[src/cdp_pkg.sv]
package cdp_pkg;
  // Register byte offsets.
  localparam logic [7:0] CDP_CTRL_OFF = 8'h00;
  localparam logic [7:0] CDP_STAT_OFF = 8'h04;
  localparam logic [7:0] CDP_FLAG_OFF = 8'h08;
  localparam logic [7:0] CDP_EN_OFF = 8'h0c;
  // Control register field positions.
  localparam int CDP_RATIO_LSB = 0;
  localparam int CDP_RATIO_W = 3;
  localparam int CDP_SLOW_BIT = 4;
  localparam int CDP_ROI_BIT = 5;
  localparam int CDP_DOE_BIT = 6;
  localparam int CDP_HALT_BIT = 7;
  localparam int CDP_GIE_BIT = 8;
  // Control reset value and flag count.
  localparam logic [31:0] CDP_CTRL_RST = 32'h0000_0000;
  localparam int CDP_NFLAG = 8;
  // Ratio code n gives 2^(n+1) cycles per period; largest period is 256.
  localparam int CDP_CNT_W = 8;
  typedef enum logic [2:0] {
    CDP_RUN = 3'b001,
    CDP_HALT = 3'b010,
    CDP_SLEEP = 3'b100
  } cdp_state_t;
endpackage

[src/cdp_rate_gen.sv]
`timescale 1ns/1ps
module cdp_rate_gen #(
  parameter int CNT_W = cdp_pkg::CDP_CNT_W
) (
  // Clock and reset.
  input wire logic hclk,
  input wire logic hresetn,
  // Control.
  input wire logic enable,
  input wire logic [2:0] ratio,
  input wire logic restart,
  // Output.
  output logic active
);
  import cdp_pkg::*;

  logic [CNT_W-1:0] cnt_q;
  logic [CNT_W-1:0] last;

  // Period minus one: 2^(ratio+1)-1.
  assign last = CNT_W'((9'h002 << ratio) - 9'h001);

  always_ff @(posedge hclk or negedge hresetn) begin
    if (!hresetn) begin
      cnt_q <= '0;
    end else if (restart || !enable || cnt_q == last) begin
      cnt_q <= '0;
    end else begin
      cnt_q <= cnt_q + 1'b1;
    end
  end

  // Count zero is the active cycle; the rest are idle.
  assign active = !enable || (cnt_q == '0 && !restart);
endmodule

[src/cdp_power_ctrl.sv]
// The AHB-Lite interface to the registers and the register offsets were left to the implementer.
`timescale 1ns/1ps
module cdp_power_ctrl #(
  parameter int NFLAG = cdp_pkg::CDP_NFLAG
) (
  // Clock and reset.
  input wire logic hclk,
  input wire logic hresetn,
  // AHB-Lite slave.
  input wire logic hsel,
  input wire logic [31:0] haddr,
  input wire logic [1:0] htrans,
  input wire logic hwrite,
  input wire logic [2:0] hsize,
  input wire logic [31:0] hwdata,
  input wire logic hready,
  output logic [31:0] hrdata,
  output logic hreadyout,
  output logic hresp,
  // CPU core side.
  input wire logic sleep_instr,
  input wire logic return_from_irq_instr,
  input wire logic prefetch_done,
  output logic cpu_exec_en,
  output logic prog_mem_fetch_en,
  output logic irq_vector_req,
  output logic sleep_exit,
  // Interrupt sources and watchdog.
  input wire logic [NFLAG-1:0] irq_event,
  input wire logic watchdog_timeout,
  output logic watchdog_reset_req,
  output logic irq_pending,
  // Clock gates.
  input wire logic clock_output_pin_cfg_en,
  output logic system_osc_clock_en,
  output logic periph_instr_clk_en,
  output logic internal_osc_clock_en,
  output logic clock_output_pin_en,
  output logic [2:0] power_state
);
  import cdp_pkg::*;

  cdp_state_t state_q;
  logic [31:0] ctrl_q;
  logic [NFLAG-1:0] flag_q;
  logic [NFLAG-1:0] en_q;
  logic wr_q;
  logic [7:0] addr_q;
  logic [2:0] ratio_q;
  logic vec_pend_q;
  logic [NFLAG-1:0] irq_s1_q;
  logic [NFLAG-1:0] irq_s2_q;
  logic [NFLAG-1:0] irq_s3_q;
  logic wdt_s1_q;
  logic wdt_s2_q;
  logic wdt_spent_q;
  logic slow_en;
  logic recover_on_irq;
  logic slowdown_on_return;
  logic halt_sel;
  logic global_irq_enable;
  logic wake_irq;
  logic irq_rise;
  logic rate_active;
  logic restart;
  logic [NFLAG-1:0] irq_edge;

  function automatic logic hit(input logic [7:0] a, input logic [7:0] off);
    hit = (a == off);
  endfunction

  assign slow_en = ctrl_q[CDP_SLOW_BIT];
  assign recover_on_irq = ctrl_q[CDP_ROI_BIT];
  assign slowdown_on_return = ctrl_q[CDP_DOE_BIT];
  assign halt_sel = ctrl_q[CDP_HALT_BIT];
  assign global_irq_enable = ctrl_q[CDP_GIE_BIT];

  // Synchronise sources from other domains; edges are taken after stage two.
  always_ff @(posedge hclk or negedge hresetn) begin
    if (!hresetn) begin
      irq_s1_q <= '0;
      irq_s2_q <= '0;
      irq_s3_q <= '0;
      wdt_s1_q <= 1'b0;
      wdt_s2_q <= 1'b0;
    end else begin
      irq_s1_q <= irq_event;
      irq_s2_q <= irq_s1_q;
      irq_s3_q <= irq_s2_q;
      wdt_s1_q <= watchdog_timeout;
      wdt_s2_q <= wdt_s1_q;
    end
  end

  assign irq_edge = irq_s2_q & ~irq_s3_q;
  // An enabled pending flag is a wake source even with global enable clear.
  assign wake_irq = |(flag_q & en_q);
  assign irq_pending = wake_irq;
  // Only a fresh enabled event acts on the slowdown bit.
  assign irq_rise = |(irq_edge & en_q);

  // AHB address phase capture.
  always_ff @(posedge hclk or negedge hresetn) begin
    if (!hresetn) begin
      wr_q <= 1'b0;
      addr_q <= 8'h00;
    end else if (hready) begin
      wr_q <= hsel && htrans[1] && hwrite;
      addr_q <= haddr[7:0];
    end
  end

  // Control register; hardware slowdown changes take priority over software.
  always_ff @(posedge hclk or negedge hresetn) begin
    if (!hresetn) begin
      ctrl_q <= CDP_CTRL_RST;
    end else begin
      if (wr_q && hit(addr_q, CDP_CTRL_OFF)) begin
        ctrl_q <= {23'h000000, hwdata[8:0]};
      end
      if (irq_rise && recover_on_irq && slow_en) begin
        ctrl_q[CDP_SLOW_BIT] <= 1'b0;
      end else if (return_from_irq_instr && slowdown_on_return) begin
        ctrl_q[CDP_SLOW_BIT] <= 1'b1;
      end
    end
  end

  // Flags: hardware set beats software clear (write one to clear).
  always_ff @(posedge hclk or negedge hresetn) begin
    if (!hresetn) begin
      flag_q <= '0;
    end else begin
      for (int i = 0; i < NFLAG; i++) begin
        if (irq_edge[i]) begin
          flag_q[i] <= 1'b1;
        end else if (wr_q && hit(addr_q, CDP_FLAG_OFF) && hwdata[i]) begin
          flag_q[i] <= 1'b0;
        end
      end
    end
  end

  // Enables are plain storage; software must clear a flag first.
  always_ff @(posedge hclk or negedge hresetn) begin
    if (!hresetn) begin
      en_q <= '0;
    end else if (wr_q && hit(addr_q, CDP_EN_OFF)) begin
      en_q <= hwdata[NFLAG-1:0];
    end
  end

  // Power state machine.
  always_ff @(posedge hclk or negedge hresetn) begin
    if (!hresetn) begin
      state_q <= CDP_RUN;
    end else begin
      case (state_q)
        CDP_RUN: begin
          if (sleep_instr && !wake_irq) begin
            state_q <= halt_sel ? CDP_HALT : CDP_SLEEP;
          end
        end
        CDP_HALT: begin
          if (wake_irq || wdt_s2_q) begin
            state_q <= CDP_RUN;
          end
        end
        CDP_SLEEP: begin
          if (wake_irq || wdt_s2_q) begin
            state_q <= CDP_RUN;
          end
        end
        default: state_q <= CDP_RUN;
      endcase
    end
  end

  // Vectoring waits for the prefetched instruction to retire.
  always_ff @(posedge hclk or negedge hresetn) begin
    if (!hresetn) begin
      vec_pend_q <= 1'b0;
    end else if (irq_rise && global_irq_enable) begin
      vec_pend_q <= 1'b1;
    end else if (prefetch_done && cpu_exec_en) begin
      vec_pend_q <= 1'b0;
    end
  end

  assign irq_vector_req = vec_pend_q && prefetch_done && cpu_exec_en;

  // Restart the counter on ratio change or while out of run (halt or sleep).
  always_ff @(posedge hclk or negedge hresetn) begin
    if (!hresetn) begin
      ratio_q <= 3'h0;
    end else begin
      ratio_q <= ctrl_q[CDP_RATIO_LSB +: CDP_RATIO_W];
    end
  end

  assign restart = (ratio_q != ctrl_q[CDP_RATIO_LSB +: CDP_RATIO_W]) || (state_q != CDP_RUN);

  cdp_rate_gen #(
    .CNT_W(CDP_CNT_W)
  ) u_rate (
    .hclk(hclk),
    .hresetn(hresetn),
    .enable(slow_en),
    .ratio(ctrl_q[CDP_RATIO_LSB +: CDP_RATIO_W]),
    .restart(restart),
    .active(rate_active)
  );

  // The CPU is gated; memory keeps fetching in slowdown, stops when halted.
  assign cpu_exec_en = (state_q == CDP_RUN) && rate_active;
  assign prog_mem_fetch_en = (state_q == CDP_RUN);
  assign periph_instr_clk_en = (state_q != CDP_SLEEP);
  assign system_osc_clock_en = (state_q != CDP_SLEEP);
  assign internal_osc_clock_en = 1'b1;
  assign clock_output_pin_en = clock_output_pin_cfg_en && (state_q != CDP_SLEEP);
  // A timeout that wakes the core is spent on that wake. Without this mark the timeout
  // level, still high for a few cycles after the return to run, would reset the core.
  always_ff @(posedge hclk or negedge hresetn) begin
    if (!hresetn) begin
      wdt_spent_q <= 1'b0;
    end else if (state_q != CDP_RUN && wdt_s2_q) begin
      wdt_spent_q <= 1'b1;
    end else if (!wdt_s2_q) begin
      wdt_spent_q <= 1'b0;
    end
  end

  // A timeout in halt only wakes; in run it resets.
  assign watchdog_reset_req = wdt_s2_q && (state_q == CDP_RUN) && !wdt_spent_q;
  assign sleep_exit = (state_q != CDP_RUN) && (wake_irq || wdt_s2_q);
  assign power_state = state_q;

  // Read data, registered in the data phase.
  always_ff @(posedge hclk or negedge hresetn) begin
    if (!hresetn) begin
      hrdata <= 32'h0000_0000;
    end else if (hready && hsel && htrans[1] && !hwrite) begin
      case (haddr[7:0])
        CDP_CTRL_OFF: hrdata <= ctrl_q;
        CDP_STAT_OFF: hrdata <= {26'h0000000, cpu_exec_en, rate_active, vec_pend_q, state_q};
        CDP_FLAG_OFF: hrdata <= {{(32 - NFLAG){1'b0}}, flag_q};
        CDP_EN_OFF: hrdata <= {{(32 - NFLAG){1'b0}}, en_q};
        default: hrdata <= 32'h0000_0000;
      endcase
    end
  end

  assign hreadyout = 1'b1;
  assign hresp = 1'b0;
endmodule

[config.mk]
export PLATFORM = sky130hd
export DESIGN_NAME = cdp_power_ctrl
export DESIGN_NICKNAME = d
export VERILOG_FILES = /design/src/cdp_pkg.sv /design/src/cdp_rate_gen.sv /design/src/cdp_power_ctrl.sv
export SDC_FILE = /design/constraint.sdc
export NUM_CORES = 1
export LEC_CHECK = 0
export BUFFER_PORTS_ARGS = -buffer_cell sky130_fd_sc_hd__clkbuf_2
export CELL_PAD_IN_SITES_DETAIL_PLACEMENT = 0
export CELL_PAD_IN_SITES_GLOBAL_PLACEMENT = 1
export CORE_MARGIN = 4
export CORE_UTILIZATION = 38
export DETAILED_ROUTE_END_ITERATION = 10
export HOLD_SLACK_MARGIN = 0.15
export PLACE_DENSITY = 0.85
export SYNTH_ARGS = -nofsm -noshare
export SYNTH_HDL_FRONTEND = slang
export SYNTH_SLANG_ARGS = --single-unit
[constraint.sdc]
create_clock -name hclk -period 2.9 [get_ports hclk]
set_input_delay 0.29 -clock hclk [delete_from_list [all_inputs] [get_ports hclk]]
set_output_delay 0.29 -clock hclk [all_outputs]
set_load 0.01 [all_outputs]
==> results_dict.tcl <==
set metrics [dict create \
    wire_per_inst_um 13.94 \
    grt_start_max_net_pins 86 \
    number_of_global_route_vias_before_repair 2487 \
    cts_post_setup_buffers_inserted 0 \
    layout.nets 486 \
    clockBufferDepth 2 \
    die_y_um 109.3 \
    grt_antenna_before_repair 0 \
    synthArstFlopShare_pct 100.0 \
    grt_pass1_wl_um 12160 \
    path_max_fanout 7 \
    crit_path_start "ctrl_q[0]" \
    htree_levels 3 \
    cts_tree "yes" \
    worst_setup_ep_type "flop" \
    gr-usage-all-layers_pct 13.19 \
    synth.distinct_cells 51 \
    slew-limit-headroom_pct 30.60 \
    power.leakage_nw 2.018 \
    seq_power_share_pct 53.4 \
    tightest_slew_ps 1041 \
    timing_worst_setup_path_type "reg2reg" \
    power.switching_mw 0.6197 \
    internal-power_mw 1.799 \
    floorplan.initialDensity_pct 39.55 \
    syn_inst 331 \
    post-layout-total-power_mw 2.418 \
    drt_wl_total_um 7442 \
    diodes 0 \
    ant_nets 0 \
    cts-buffers-inserted 9 \
    vias_per_cell 4.779 \
    grt_setup_unrepaired "false" \
    worst-endpoint-arrival_ps 2690 \
    tns_setup_ps 0 \
    setup.worst_path.start_class "flop" \
    worst_r2r_startpoint "ctrl_q[0]" \
    root_buffer "sky130_fd_sc_hd__clkbuf_8" \
    timing.critical_path.slowest_cell_delay_ps 530 \
    drt_first_iter_violations 112 \
    swShare_pct 25.63 \
    layout.cells.most_common_list "sky130_fd_sc_hd__dfrtp_1 (84), sky130_fd_sc_hd__clkbuf_2 (55), sky130_fd_sc_hd__nand2_1 (26), sky130_fd_sc_hd__conb_1 (26), sky130_fd_sc_hd__mux2_2 (25)" \
    remaining_drc_errors 0 \
    slowest_stage "sky130_fd_sc_hd__or4b_1" \
    layout.cell_area.non_filler_mm2 0.004493 \
    clk_pin_slew_worst_paths_ps 90 \
    combinationalPowerShare_pct 11.7 \
    buffer_ports.inserted 56 \
    synth_area_per_cell_um2 11.79 \
    setup-violations-final 0 \
    worstHoldPathType "in2async" \
    die-area_mm2 0.01195 \
    place_inst 509 \
    power.density_mw_per_mm2 538.2 \
    clock_power_share_pct 35.0 \
    drive_above_1_share_pct 29.18 \
    drv.max_cap_violation_count 0 \
    cell_breakdown_of_the_critical_path "or3_4 -> ha_1 -> or4b_1 -> nand3_1 -> xor2_2 -> nor4_4 -> nor3_1" \
    clk-insertion-delay-late_ps 350 \
    synth_area_mm2 0.003901 \
    placedInstanceArea_mm2 0.004198 \
    gp_congestion 0.7520 \
    critPathRequiredTime_ps 3120 \
    timing_hold_violations_final 0 \
    fin_crit_sh_pct 85.12 \
    fin_crit_ps 2469 \
    layout.cells.most_common "sky130_fd_sc_hd__dfrtp_1" \
    ys_seq_elements 85 \
    hpwlAfterDp_um 5457 \
    number_of_enable_type_register_cells_in_the_synthesized_netlist 0 \
    worst_clock_skew_ps 18.73 \
    cts_sinks 85 \
    vias 2552 \
    dr.pass1.iters 4 \
    area_growth_syn_to_layout_pct 15.17 \
    worst_vdd_rail_ir_drop_uv 237.5 \
    timing.final.max_slew_violations 0 \
    grt.overflow.total 0 \
    synthesis.yosys.warnings 0 \
    maxClockFrequency_mhz 405.1 \
    synth_ff_type "sky130_fd_sc_hd__dfrtp_1" \
    register_to_register_setup_slack_ps 430 \
    result_of_the_run "complete, no violations" \
    core_area_mm2 0.009864 \
    top_level_ports 134 \
    core.rowCount 36 \
    seq_area_frac_synth_pct 54.55 \
    chipWidth_um 109.3 \
    layout.cells.non_filler 534 \
]
## worst paths after layout
path,cells past startpoint,endpoint
min,1,irq_s3_q[2]
min in group hclk,2,ctrl_q[8]
max,7,u_rate.cnt_q[7]
min reg2reg,0,wdt_s2_q
max in group asynchronous,1,hrdata[7]
max reg2reg,7,u_rate.cnt_q[7]
## critical path: cells and delay by family (launching register included)
| family | cells | cell delay [ps] |
|---|---|---|
| AND/OR/NAND/NOR | 5 | 1590 |
| flip-flops | 1 | 380 |
| adder cells (fa/ha/maj) | 1 | 280 |
| XOR/XNOR | 1 | 90 |
## kinds of logic after synthesis
logic type               count (synthesis)  share of synthesized area, %
buffers and inverters                   49                         7.857
other                                    2                        0.1925
multiplexers                            33                         10.97
AND/OR/NAND/NOR                        102                         14.59
adder cells (fa/ha/maj)                  3                        0.9623
AO/OA/AOI/OAI                           40                         6.864
flip-flops                              85                         54.55
XOR/XNOR                                17                         4.009
## state kept, by name, indices dropped and copies added, names as in the netlist
| signal | count |
|---|---|
| en_q | 8 |
| addr_q | 8 |
| irq_s1_q | 8 |
| hrdata | 9 |
| wdt_s2_q | 1 |
| wdt_spent_q | 1 |
| u_rate.cnt_q | 8 |
| ctrl_q | 9 |
| wr_q | 1 |
| vec_pend_q | 1 |
| irq_s2_q | 8 |
| wdt_s1_q | 1 |
| flag_q | 8 |
| irq_s3_q | 8 |
| power_state | 3 |
| ratio_q | 3 |
## synth_stat cells, types with 4 or more instances
master / number / area [µm²]
sky130_fd_sc_hd__inv_1: 11 / 41.29
sky130_fd_sc_hd__nand3_1: 8 / 40.04
sky130_fd_sc_hd__a21o_1: 8 / 60.06
sky130_fd_sc_hd__mux4_2: 4 / 90.09
sky130_fd_sc_hd__xor2_1: 7 / 61.31
sky130_fd_sc_hd__dfrtp_1: 84 / 2102
sky130_fd_sc_hd__nor3_1: 11 / 55.05
sky130_fd_sc_hd__mux2_2: 25 / 281.5
sky130_fd_sc_hd__nand2_1: 26 / 97.59
sky130_fd_sc_hd__xnor2_1: 9 / 78.83
sky130_fd_sc_hd__nor2b_1: 8 / 50.05
sky130_fd_sc_hd__nor2_1: 17 / 63.81
sky130_fd_sc_hd__clkbuf_1: 6 / 22.52
sky130_fd_sc_hd__o21ai_0: 10 / 50.05
sky130_fd_sc_hd__a22oi_1: 8 / 60.06
sky130_fd_sc_hd__nand4_1: 6 / 37.54
sky130_fd_sc_hd__buf_4: 28 / 210.2
## cell type report
cell class,count,area (µm²)
fill,922,5371
sequential,85,2128
multi-input combinational,221,1556
timing repair buffer,68,395.4
tap,133,166.4
clock buffer,10,137.6
clock inverter,6,67.56
inverter,11,41.29
## per-stage QoR
| step | hold WS, ps | setup slack (ps) | utilization (%) |
|---|---|---|---|
| global placement | 331.3 | 450.1 | 42.55 |
| finish | 127.4 | 431.5 | 45.55 |
| global route | 155.2 | 206.8 | 45.55 |
| CTS | 158.9 | 378.9 | 45.55 |
| floorplan | -5.591 | 454.9 | - |
| detailed placement | 334.7 | 404.8 | 42.55 |
## power groups by stage
stage	Clock, mW	Combinational [mW]	Sequential [mW]
2_1_floorplan	0	0.207	1.30
3_3_place_gp	0	0.270	1.31
3_5_place_dp	0	0.277	1.31
4_1_cts	0.875	0.287	1.29
5_1_grt	0.936	0.317	1.30
6_report	0.846	0.282	1.29
## timing repair
| item | 4_1_cts | 5_1_grt |
|---|---|---|
| hold buffers | 9 | 0 |
| endpoints found under the hold margin | 9 | 0 |
| resized for setup | 0 | 0 |
## per-layer routing
metal / global-route usage (%) / wire length (µm)
met5: 0 / 0
met4: 4.809 / 111
met3: 3.464 / 405
met2: 20.97 / 3579
met1: 17.41 / 3345
Note: power is estimated with default switching activity, not from simulation.
